<file path="src/verilog/dac_regs_pkg.sv">
/*
 * Shared constants and types for the converter register block: register
 * byte offsets, field positions, reset values, trigger source codes, the
 * transfer sequencer states and the bus request carrier.
 * Assumes a 32-bit classic Wishbone bus with an 8-bit byte address.
 */
package dac_regs_pkg;

    // ------------------------------------------------------------------
    // Register byte offsets
    // ------------------------------------------------------------------
    localparam logic [7:0] OFS_CHAN_CTRL = 8'h00;
    localparam logic [7:0] OFS_SOFT_TRIGGER_CTRL = 8'h04;
    localparam logic [7:0] OFS_CH1_HOLD_12_RIGHT = 8'h08;
    localparam logic [7:0] OFS_CH1_HOLD_12_LEFT = 8'h0c;
    localparam logic [7:0] OFS_CH1_HOLD_8_RIGHT = 8'h10;
    localparam logic [7:0] OFS_CH2_HOLD_12_RIGHT = 8'h14;
    localparam logic [7:0] OFS_CH1_OUTPUT = 8'h2c;
    localparam logic [7:0] OFS_CH2_OUTPUT = 8'h30;

    // ------------------------------------------------------------------
    // Field positions
    // ------------------------------------------------------------------
    localparam int CHAN_COUNT = 2;
    localparam int CTRL_CH_STRIDE = 16;
    localparam int CTRL_TRIGGER_ON_POS = 2;
    localparam int CTRL_TRIGGER_SOURCE_POS = 3;
    localparam int SOFT_KICK_POS = 0;
    localparam int HOLD_LEFT_POS = 4;
    localparam int DATA_W = 12;
    localparam int NARROW_W = 8;
    localparam int SRC_COUNT = 8;

    // ------------------------------------------------------------------
    // Reset values and codes
    // ------------------------------------------------------------------
    localparam logic [31:0] RESET_WORD = 32'h0000_0000;
    localparam logic [DATA_W-1:0] RESET_DATA = 12'h000;
    localparam logic [2:0] SRC_SOFTWARE = 3'h7;
    localparam logic [2:0] SRC_RESERVED = 3'h5;

    // Hold register layouts as seen from the bus
    typedef enum logic [1:0] {
        FMT_12_RIGHT = 2'h0,
        FMT_12_LEFT = 2'h1,
        FMT_8_RIGHT = 2'h2,
        FMT_NONE = 2'h3
    } hold_fmt_t;

    // Transfer sequencer, Gray coded along idle, wait, wait, wait
    typedef enum logic [1:0] {
        SEQ_IDLE = 2'h0,
        SEQ_WAIT1 = 2'h1,
        SEQ_WAIT2 = 2'h3,
        SEQ_WAIT3 = 2'h2
    } seq_state_t;

    // Classic Wishbone request from the master
    typedef struct packed {
        logic cyc;
        logic stb;
        logic we;
        logic [7:0] adr;
        logic [3:0] sel;
        logic [31:0] dat;
    } wb_req_t;

    // State of one channel transfer unit
    typedef struct packed {
        seq_state_t seq;
        logic [DATA_W-1:0] out;
    } chan_state_t;

    // State of the register block
    typedef struct packed {
        logic ack;
        logic [31:0] rdat;
        logic [CHAN_COUNT-1:0] trigger_on;
        logic [CHAN_COUNT-1:0][2:0] trigger_source;
        logic [CHAN_COUNT-1:0] soft_kick;
        logic [CHAN_COUNT-1:0][DATA_W-1:0] hold;
    } regs_state_t;

endpackage

</file>
<file path="src/verilog/dac_hold_format.sv">
/*
 * Maps one common 12-bit holding value onto the three bus layouts of a
 * hold register, both for readback and for byte-masked writes.
 * Assumes the caller picks the layout from the decoded address.
 */
`timescale 1ns/10ps
`default_nettype none

module dac_hold_format
    import dac_regs_pkg::*;
(
    input wire logic [DATA_W-1:0] value_i,
    input wire hold_fmt_t fmt_i,
    input wire logic [31:0] wdat_i,
    input wire logic [31:0] mask_i,
    output logic [31:0] rdat_o,
    output logic [DATA_W-1:0] next_value_o
);

    logic [31:0] merged;

    // Readback layout and byte-lane merge of the written word
    always_comb
    begin
        rdat_o = RESET_WORD;
        case (fmt_i)
            FMT_12_RIGHT: rdat_o[DATA_W-1:0] = value_i;
            FMT_12_LEFT: rdat_o[HOLD_LEFT_POS +: DATA_W] = value_i;
            FMT_8_RIGHT: rdat_o[NARROW_W-1:0] = value_i[DATA_W-1 -: NARROW_W];
            default: rdat_o = RESET_WORD;
        endcase
        merged = (rdat_o & ~mask_i) | (wdat_i & mask_i);
        case (fmt_i)
            FMT_12_RIGHT: next_value_o = merged[DATA_W-1:0];
            FMT_12_LEFT: next_value_o = merged[HOLD_LEFT_POS +: DATA_W];
            FMT_8_RIGHT: next_value_o = {merged[NARROW_W-1:0], 4'h0};
            default: next_value_o = value_i;
        endcase
    end

endmodule // dac_hold_format

`default_nettype wire

</file>
<file path="src/verilog/dac_chan_transfer.sv">
/*
 * Transfer of one channel's holding value into its output register:
 * straight through when triggering is off, one cycle after a software
 * kick, three cycles after a selected hardware trigger pulse.
 * Assumes hardware trigger inputs are one-cycle pulses synchronous to clk_i.
 */
`timescale 1ns/10ps
`default_nettype none

module dac_chan_transfer
    import dac_regs_pkg::*;
#(
    parameter int WIDTH = DATA_W
)
(
    input wire logic clk_i,
    input wire logic rst_i,
    input wire logic trigger_on_i,
    input wire logic [2:0] trigger_source_i,
    input wire logic soft_kick_i,
    input wire logic [SRC_COUNT-1:0] hw_trig_i,
    input wire logic [WIDTH-1:0] hold_i,
    output logic [WIDTH-1:0] output_o,
    output logic kick_done_o
);

    chan_state_t st;
    chan_state_t next_st;
    logic soft_sel;
    logic hw_fire;

    // ------------------------------------------------------------------
    // Source decode
    // ------------------------------------------------------------------
    assign soft_sel = trigger_source_i == SRC_SOFTWARE;
    assign hw_fire = hw_trig_i[trigger_source_i] && !soft_sel
        && trigger_source_i != SRC_RESERVED;
    assign kick_done_o = trigger_on_i && soft_sel && soft_kick_i;
    assign output_o = st.out;

    // ------------------------------------------------------------------
    // Transfer sequencer
    // ------------------------------------------------------------------
    always_comb
    begin
        next_st = st;
        if (!trigger_on_i)
        begin
            next_st.seq = SEQ_IDLE;
            next_st.out = hold_i;
        end
        else if (soft_sel)
        begin
            next_st.seq = SEQ_IDLE;
            if (soft_kick_i)
            begin
                next_st.out = hold_i;
            end
        end
        else
        begin
            case (st.seq)
                SEQ_IDLE: if (hw_fire) next_st.seq = SEQ_WAIT1;
                SEQ_WAIT1: next_st.seq = SEQ_WAIT2;
                SEQ_WAIT2: next_st.seq = SEQ_WAIT3;
                SEQ_WAIT3:
                begin
                    next_st.seq = SEQ_IDLE;
                    next_st.out = hold_i;
                end
                default: next_st.seq = SEQ_IDLE;
            endcase
        end
    end

    // State register
    always_ff @(posedge clk_i)
    begin
        if (rst_i)
        begin
            st <= '{seq: SEQ_IDLE, out: '0};
        end
        else
        begin
            st <= next_st;
        end
    end

endmodule // dac_chan_transfer

`default_nettype wire

</file>
<file path="src/verilog/dac_regs.sv">
/*
 * Register side of a two-channel converter: classic Wishbone slave with
 * the channel control word, the software trigger register, the three
 * channel-1 holding layouts, the channel-2 holding register and the
 * readable output registers, plus one transfer unit per channel.
 * Assumes a single clock, synchronous reset and a classic Wishbone master.
 */
// The Wishbone register port was chosen for this implementation.
// Contract
// - Bit 0 of trigger register: writing 1 requests channel-1 kick, 0 withdraws it.
// - Bit 1 of trigger register: writing 1 requests channel-2 kick, 0 withdraws it.
// - Channel-1 kick loads output from holding one cycle later, then clears itself.
// - Channel-2 kick loads output from holding one cycle later, then clears itself.
// - Channel-1 12-bit right-aligned data in bits 11:0, reset 0, rest reserved.
// - Channel-1 12-bit left-aligned data in bits 15:4, reset 0, rest reserved.
// - Channel-1 8-bit right-aligned data in bits 7:0, reset 0, rest reserved.
// - 3-bit source select picks the trigger when enabled; code 111 is software.
// - Triggering off: output follows in 1 cycle; on: 3 cycles after trigger.
// - With software source the holding-to-output transfer takes one cycle only.
`timescale 1ns/10ps
`default_nettype none

module dac_regs
    import dac_regs_pkg::*;
(
    input wire logic clk_i,
    input wire logic rst_i,
    input wire wb_req_t wb_req_i,
    output logic wb_ack_o,
    output logic [31:0] wb_dat_o,
    input wire logic [SRC_COUNT-1:0] ch1_hw_trig_i,
    input wire logic [SRC_COUNT-1:0] ch2_hw_trig_i,
    output logic [DATA_W-1:0] ch1_output_o,
    output logic [DATA_W-1:0] ch2_output_o
);

    // ------------------------------------------------------------------
    // Declarations
    // ------------------------------------------------------------------
    regs_state_t st;
    regs_state_t next_st;
    logic req_hit;
    logic commit;
    logic [31:0] mask;
    logic [31:0] merged;
    logic [31:0] rd_word;
    logic [31:0] fmt_rdat;
    logic [DATA_W-1:0] fmt_value;
    hold_fmt_t fmt;
    logic [CHAN_COUNT-1:0] kick_done;
    logic [CHAN_COUNT-1:0][SRC_COUNT-1:0] hw_trig;
    logic [CHAN_COUNT-1:0][DATA_W-1:0] out_val;

    // ------------------------------------------------------------------
    // Bus qualification
    // ------------------------------------------------------------------

    // Request seen; a write commits at the edge where ack is sampled high
    assign req_hit = wb_req_i.cyc && wb_req_i.stb;
    assign commit = req_hit && st.ack && wb_req_i.we;
    assign mask = {{8{wb_req_i.sel[3]}}, {8{wb_req_i.sel[2]}},
        {8{wb_req_i.sel[1]}}, {8{wb_req_i.sel[0]}}};
    assign merged = (rd_word & ~mask) | (wb_req_i.dat & mask);

    assign wb_ack_o = st.ack;
    assign wb_dat_o = st.rdat;
    assign hw_trig[0] = ch1_hw_trig_i;
    assign hw_trig[1] = ch2_hw_trig_i;
    assign ch1_output_o = out_val[0];
    assign ch2_output_o = out_val[1];

    // ------------------------------------------------------------------
    // Hold layout selection
    // ------------------------------------------------------------------

    // Pick the channel-1 layout from the address
    always_comb
    begin
        case (wb_req_i.adr)
            OFS_CH1_HOLD_12_RIGHT: fmt = FMT_12_RIGHT;
            OFS_CH1_HOLD_12_LEFT: fmt = FMT_12_LEFT;
            OFS_CH1_HOLD_8_RIGHT: fmt = FMT_8_RIGHT;
            default: fmt = FMT_NONE;
        endcase
    end

    dac_hold_format u_ch1_format (
        .value_i(st.hold[0]),
        .fmt_i(fmt),
        .wdat_i(wb_req_i.dat),
        .mask_i(mask),
        .rdat_o(fmt_rdat),
        .next_value_o(fmt_value)
    );

    // ------------------------------------------------------------------
    // Readback decode
    // ------------------------------------------------------------------

    // Reserved bits and unmapped addresses read as zero
    always_comb
    begin
        rd_word = RESET_WORD;
        case (wb_req_i.adr)
            OFS_CHAN_CTRL:
            begin
                for (int i = 0; i < CHAN_COUNT; i++)
                begin
                    rd_word[CTRL_TRIGGER_ON_POS + i * CTRL_CH_STRIDE] = st.trigger_on[i];
                    rd_word[CTRL_TRIGGER_SOURCE_POS + i * CTRL_CH_STRIDE +: 3] =
                        st.trigger_source[i];
                end
            end
            OFS_SOFT_TRIGGER_CTRL: rd_word[SOFT_KICK_POS +: CHAN_COUNT] = st.soft_kick;
            OFS_CH1_HOLD_12_RIGHT: rd_word = fmt_rdat;
            OFS_CH1_HOLD_12_LEFT: rd_word = fmt_rdat;
            OFS_CH1_HOLD_8_RIGHT: rd_word = fmt_rdat;
            OFS_CH2_HOLD_12_RIGHT: rd_word[DATA_W-1:0] = st.hold[1];
            OFS_CH1_OUTPUT: rd_word[DATA_W-1:0] = out_val[0];
            OFS_CH2_OUTPUT: rd_word[DATA_W-1:0] = out_val[1];
            default: rd_word = RESET_WORD;
        endcase
    end

    // ------------------------------------------------------------------
    // Register next state
    // ------------------------------------------------------------------
    always_comb
    begin
        next_st = st;

        // One-cycle ack for every request, mapped or not
        next_st.ack = req_hit && !st.ack;
        next_st.rdat = (req_hit && !st.ack && !wb_req_i.we) ? rd_word : RESET_WORD;

        // Hardware clears a kick once its transfer has happened
        for (int i = 0; i < CHAN_COUNT; i++)
        begin
            if (kick_done[i])
            begin
                next_st.soft_kick[i] = 1'b0;
            end
        end

        // Software writes; a write in the clearing cycle wins
        if (commit)
        begin
            case (wb_req_i.adr)
                OFS_CHAN_CTRL:
                begin
                    for (int i = 0; i < CHAN_COUNT; i++)
                    begin
                        next_st.trigger_on[i] =
                            merged[CTRL_TRIGGER_ON_POS + i * CTRL_CH_STRIDE];
                        next_st.trigger_source[i] =
                            merged[CTRL_TRIGGER_SOURCE_POS + i * CTRL_CH_STRIDE +: 3];
                    end
                end
                OFS_SOFT_TRIGGER_CTRL:
                begin
                    next_st.soft_kick[0] = merged[SOFT_KICK_POS];
                    next_st.soft_kick[1] = merged[SOFT_KICK_POS + 1];
                end
                OFS_CH1_HOLD_12_RIGHT: next_st.hold[0] = fmt_value;
                OFS_CH1_HOLD_12_LEFT: next_st.hold[0] = fmt_value;
                OFS_CH1_HOLD_8_RIGHT: next_st.hold[0] = fmt_value;
                OFS_CH2_HOLD_12_RIGHT: next_st.hold[1] = merged[DATA_W-1:0];
                default: next_st.ack = 1'b0;
            endcase
        end
    end

    // State register
    always_ff @(posedge clk_i)
    begin
        if (rst_i)
        begin
            st <= '0;
        end
        else
        begin
            st <= next_st;
        end
    end

    // ------------------------------------------------------------------
    // Per-channel transfer units
    // ------------------------------------------------------------------
    generate
        for (genvar ch = 0; ch < CHAN_COUNT; ch++)
        begin : g_chan
            dac_chan_transfer #(
                .WIDTH(DATA_W)
            ) u_transfer (
                .clk_i(clk_i),
                .rst_i(rst_i),
                .trigger_on_i(st.trigger_on[ch]),
                .trigger_source_i(st.trigger_source[ch]),
                .soft_kick_i(st.soft_kick[ch]),
                .hw_trig_i(hw_trig[ch]),
                .hold_i(st.hold[ch]),
                .output_o(out_val[ch]),
                .kick_done_o(kick_done[ch])
            );
        end
    endgenerate

endmodule // dac_regs

`default_nettype wire

</file>
<file path="config.mk">
export PLATFORM = sky130hd
export DESIGN_NAME = dac_regs
export DESIGN_NICKNAME = d
export VERILOG_FILES = /design/src/verilog/dac_regs_pkg.sv /design/src/verilog/dac_hold_format.sv /design/src/verilog/dac_chan_transfer.sv /design/src/verilog/dac_regs.sv
export SDC_FILE = /design/constraint.sdc
export NUM_CORES = 1
export LEC_CHECK = 0
export BUFFER_PORTS_ARGS = -buffer_cell sky130_fd_sc_hd__buf_2
export CORE_MARGIN = 3
export CORE_UTILIZATION = 54
export DETAILED_ROUTE_END_ITERATION = 12
export GPL_TIMING_DRIVEN = 0
export PLACE_DENSITY_LB_ADDON = 0.12
export SLEW_MARGIN = 20
export SYNTH_ARGS = -nofsm -noshare
export SYNTH_HDL_FRONTEND = slang
export SYNTH_SLANG_ARGS = --single-unit
</file>
<file path="constraint.sdc">
create_clock -name clk_i -period 4.4 [get_ports clk_i]
set_clock_uncertainty 0.15 [all_clocks]
set_input_delay 0.88 -clock clk_i [delete_from_list [all_inputs] [get_ports clk_i]]
set_output_delay 0.88 -clock clk_i [all_outputs]
set_load 0.005 [all_outputs]
</file>
**Word level (Yosys, flattened, before mapping)**

Index checks and enable logic that the tools add are counted.

- Reduce and logical (&&, ||, !) cells: 32
- Muxes and demuxes: 35
- Order comparisons: 2
- Bitwise logic cells: 9
- Equality and inequality tests: 25

Operators with widths:

| kind | number |
|---|---|
| two-way mux 12 bit | 10 |
| AND 22 bit | 2 |
| one-hot mux 12 bit (3 select lines) | 1 |
| two-way mux 26 bit | 1 |
| one-hot mux 6 bit (4 select lines) | 1 |
| inverter 22 bit | 1 |
| OR 22 bit | 1 |
| one-hot mux 4 bit (5 select lines) | 1 |
| AND 16 bit | 1 |
| equality test 8 x 4 -> 1 bit (second input constant) | 2 |
| equality test 8 x 5 -> 1 bit (second input constant) | 2 |
| equality test 8 x 6 -> 1 bit (second input constant) | 2 |
| OR 16 bit | 1 |
| one-hot mux 2 bit (4 select lines) | 2 |
| one-hot mux 4 bit (2 select lines) | 2 |
| logical AND 1 bit | 13 |
| two-way mux 4 bit | 3 |
| != test 3 bit (second input constant) | 4 |
| one-hot mux 4 bit (3 select lines) | 1 |
| equality test 2 bit (second input constant) | 5 |
| one-hot mux 2 bit (5 select lines) | 1 |
| OR reduction 3 bit | 3 |
| equality test 8 x 3 -> 1 bit (second input constant) | 1 |
| logical NOT 8 bit | 1 |
| 17 further kinds | 41 |

- Word-level logic and storage cells: 116
- Flip-flop bits (word level): 95

**Longest topological paths before layout**

- Word-level depth: 9
- Depth in mapped cells: 11

**Hierarchy**

A second synthesis with hierarchy kept.

- Cell total of the unflattened synthesis: 663
- Area, all modules: 5,705.5 µm²

By module, submodules not included:

| module | cells each | area each (µm²) | seq. area each (µm²) | instances |
|---|---|---|---|---|
| dac_regs | 367 | 3,119.2 | 1,341.3 | 1 |
| dac_chan_transfer | 80 | 777.0 | 280.3 | 2 |
| dac_hold_format | 136 | 1,032.2 | 0.0 | 1 |

**Least setup slack after synthesis**

No wires, ideal clock.

- Path kind: input-to-reg
- Start point: input wb_req_i[39] (netlist name)
- End point: register st[4] (netlist name)
- Stages: 10
- Buffers on the path: 1
- Data arrival time: 3.210 ns
- Setup time: 0.074 ns
- Setup slack: 0.966 ns
- Path through: nor4_2 -> nand2_1 -> clkinv_1 -> ha_1 -> clkbuf_1 -> inv_1 -> a211o_1 -> a211oi_1 -> o31ai_1 -> a31oi_1

- Cells in the longest elaborated chain, start to end: 7
- Elaborated cells on any way between the ends: 16
- Classes of those cells: eq/ne: 5; mux: 5; bitwise: 2; reduce/logical: 4

RTL lines:

| what | RTL line | text |
|---|---|---|
| from (decl) | dac_regs.sv:28 | `input wire wb_req_t wb_req_i,` |
| equality test 8 x 5 -> 1 bit or equality test 8 x 4 -> 1 bit (tied branches) | dac_regs.sv:79, dac_regs.sv:148 |  |
| one-hot mux 2 bit (3 select lines) | dac_regs.sv:79 | `case (wb_req_i.adr)` |
| equality test 2 bit (tied with other cells) | dac_hold_format.sv:26, dac_hold_format.sv:33 |  |
| one-hot mux 4 bit (3 select lines) or one-hot mux 4 bit (2 select lines) (tied branches) | dac_hold_format.sv:26 | `case (fmt_i)` |
| AND 16 bit | dac_hold_format.sv:32 | `merged = (rdat_o & ~mask_i) \| (wdat_i & mask_i);` |
| OR 16 bit | dac_hold_format.sv:32 |  |
| one-hot mux 12 bit (3 select lines) | dac_hold_format.sv:33 | `case (fmt_i)` |
| to (signal assigned) | dac_regs.sv:182 | `st <= next_st;` |
| to (decl) | dac_regs.sv:40 | `regs_state_t st;` |

Parallel ways exist; a longest one is shown, timed or not.
A chain may end at the register's enable or synchronous reset.

**Final worst setup path**

- Start point: input wb_req_i[39] (netlist name)
- End point: register st[6] (netlist name)

Same word-level chain as after synthesis.

==> impl_metrics.toml <==
[status]
status = "finished clean"

[die]
die_w_um = 100
die_area_um2 = 10100
io_pins = 122
fp.coreArea_um2 = 8420
die_y_um = 100
placementRows = 33
start_util_pct = 57.0

[cells_and_area]
final_common_cell = "buf_2"
utilization_pct = 67.1
nets = 748
final_cell_mix = "96 x buf_2, 83 x dfxtp_1, 64 x nor2_1, 40 x nand2_1, 36 x buf_4"
antenna_cells = 0
fin_cells = 790
fillerInstances = 766
drive_gt1_share_pct = 24.7
syn_to_final_growth_pct = 17.7

[global_route]
grt_max_degree = 18
grt_pass1_wl_um = 24700
antenna_found_initial = 0
grt_pass1_vias = 4607
gr-total-overflow = 0
grt_usage_pct = 31.9

[clocking]
clockBufferDepth = 2
cts_root_buffer = "clkbuf_8"
ctsHoldBuffers = 0
cts.sinks = 83
insertion_delay_ns = 0.38
h-tree-depth = 3
cts_made_buffers = 9
cts_setup_buffers = 0
post_cts_resized = 0
cts_tree = "done"
clk_pin_slew_worst_paths_ns = 0.11

[synth]
async_flop_share_pct = 0
yosys_warnings = 0
ys_seq_elements = 83
synth_largest_area_cell = "dfxtp_1"
synthTopCellsByArea = "dfxtp_1 35%, mux2i_1 5.8%, buf_4 5.6%"
synth_cell_types = 63
synth.avg_cell_area_um2 = 8.47
synth_edf_count = 0
syn-cell-area_um2 = 4800
netlist_instances = 567
synth_top_flop_cell = "dfxtp_1"
synth_top_area_share_pct = 34.6
seq_area_frac_synth_pct = 34.6

[placed_design]
dpl.hpwl_um = 12300
gp_congestion = 0.992
port_buffers = 91
post-place-cells = 774

[worst_setup_path]
arrival_ns = 4.29
startpoint_type = "input port"
cp-end-kind = "register"
worstPathRequired_ns = 4.55
criticalPathCategory = "in2reg"
crit_fanout = 10

[timing]
layout_worst_path_cycle_share_pct = 94.1
fin_crit_ns = 4.14
hold_violations = 0
tightestPinTransition_ns = 0.878
max_freq_mhz = 242
fin_setup_tns_ns = 0
finalMaxSlewViolations = 0
slew_headroom_pct = 41.0
setup_viol_count_final = 0
rsz0062_at_grt = "false"

[power_and_ir_drop]
p_leak_nw = 2.45
vdd_drop_max_v = 0.000153
powerDensity_nw_per_um2 = 263

[drt]
routed_wirelength_um = 15900
wl_per_cell_um = 20.1
drc_errors = 0
dr.pass1.iters = 6
drt_iter0_drc = 542
via_count = 4883
vias_per_cell = 6.18
ant_nets = 0

[job]
drv_cap = 0

[min_path]
hp-class = "reg2reg"
## worst max-delay path: stages
cell and delay (ns):
buf_2 0.14, nor4_2 0.79, nand2_1 0.24, clkinv_1 0.32, ha_1 0.20, clkbuf_1 0.39
inv_1 0.23, a211o_1 0.38, a211oi_1 0.38, o31ai_1 0.16, a31oi_1 0.18
## cell type report
class                   count  area (um2)  area share, %
multi-input cells         408        2700           47.8
well taps                 105         131           2.32
plain buffers              76         442           7.81
repair buffers             91         455           8.06
flip-flops and latches     83        1660           29.4
clock inverters             7        93.8           1.66
inverters                  11        41.3          0.730
clock buffers               9         124           2.19
## registers in the layout, summed over array words and instances (netlist names)
signal	count
st	34
g_chan.u_transfer.output_o	24
wb_dat_o	20
g_chan.u_transfer.st	4
wb_ack_o	1
## layer usage
metal / routed length, um / global-route usage [%] / vias up / part of all wire (%)
li1: - / - / 2299 / -
met4: 316 / 9.64 / 0 / 2.0
met1: 6850 / 44.3 / 2249 / 43
met2: 6800 / 48.4 / 305 / 43
met5: 0 / 0 / - / 0
met3: 1920 / 8.55 / 30 / 12
## metrics by stage
stage	power, W	hold WS (ns)	area (um2)	setup WS [ns]
global placement	0.000883	0.258	5430	-0.0472
CTS	0.00148	0.281	5650	0.334
finish	0.00149	0.285	5650	0.261
global route	0.00153	0.291	5650	0.00981
floorplan	0.000834	0.243	4840	0.966
detailed placement	0.000885	0.266	5430	-0.0402
## power breakdown
part / switching (W) / internal (W) / leakage (nW)
clock: 0.000338 / 0.000279 / 0.107
sequential: 0.000000377 / 0.000751 / 0.668
combinational: 0.0000725 / 0.0000476 / 1.68
total: 0.000411 / 0.00108 / 2.45
## synthesized netlist by cell type, types with 13 or more instances
cell and number:
a211oi_1 16, a21oi_1 16, buf_4 36, clkbuf_1 31, dfxtp_1 83, mux2i_1 28, nand2_1 40, nand2b_1 13
nand3_1 20, nand3b_1 17, nor2_1 64, o21ai_0 13
## final timing paths
check / to / slack (ns) / from / depth (start not counted)
max: st[6] / 0.26 / wb_req_i[39] / 11
min: g_chan[1].u_transfer.st[12] / 0.29 / g_chan[1].u_transfer.st[13] / 1
max reg2reg: g_chan[0].u_transfer.output_o[6] / 2.23 / st[27] / 6
min reg2reg: g_chan[1].u_transfer.st[12] / 0.29 / g_chan[1].u_transfer.st[13] / 1
## cell families (layout without fill, tap and decap cells)
kind of cell    after synthesis  in the layout  synth area share [%]
simple gates                213            213                  23.4
compound gates              146            146                  23.4
buf+inv                      87            194                  10.1
flops                        83             83                  34.6
mux                          34             34                  7.71
fa+ha+maj                     3              3                 0.782
other cells                   1             12                0.0781
Note: power is estimated with default switching activity, not from simulation.
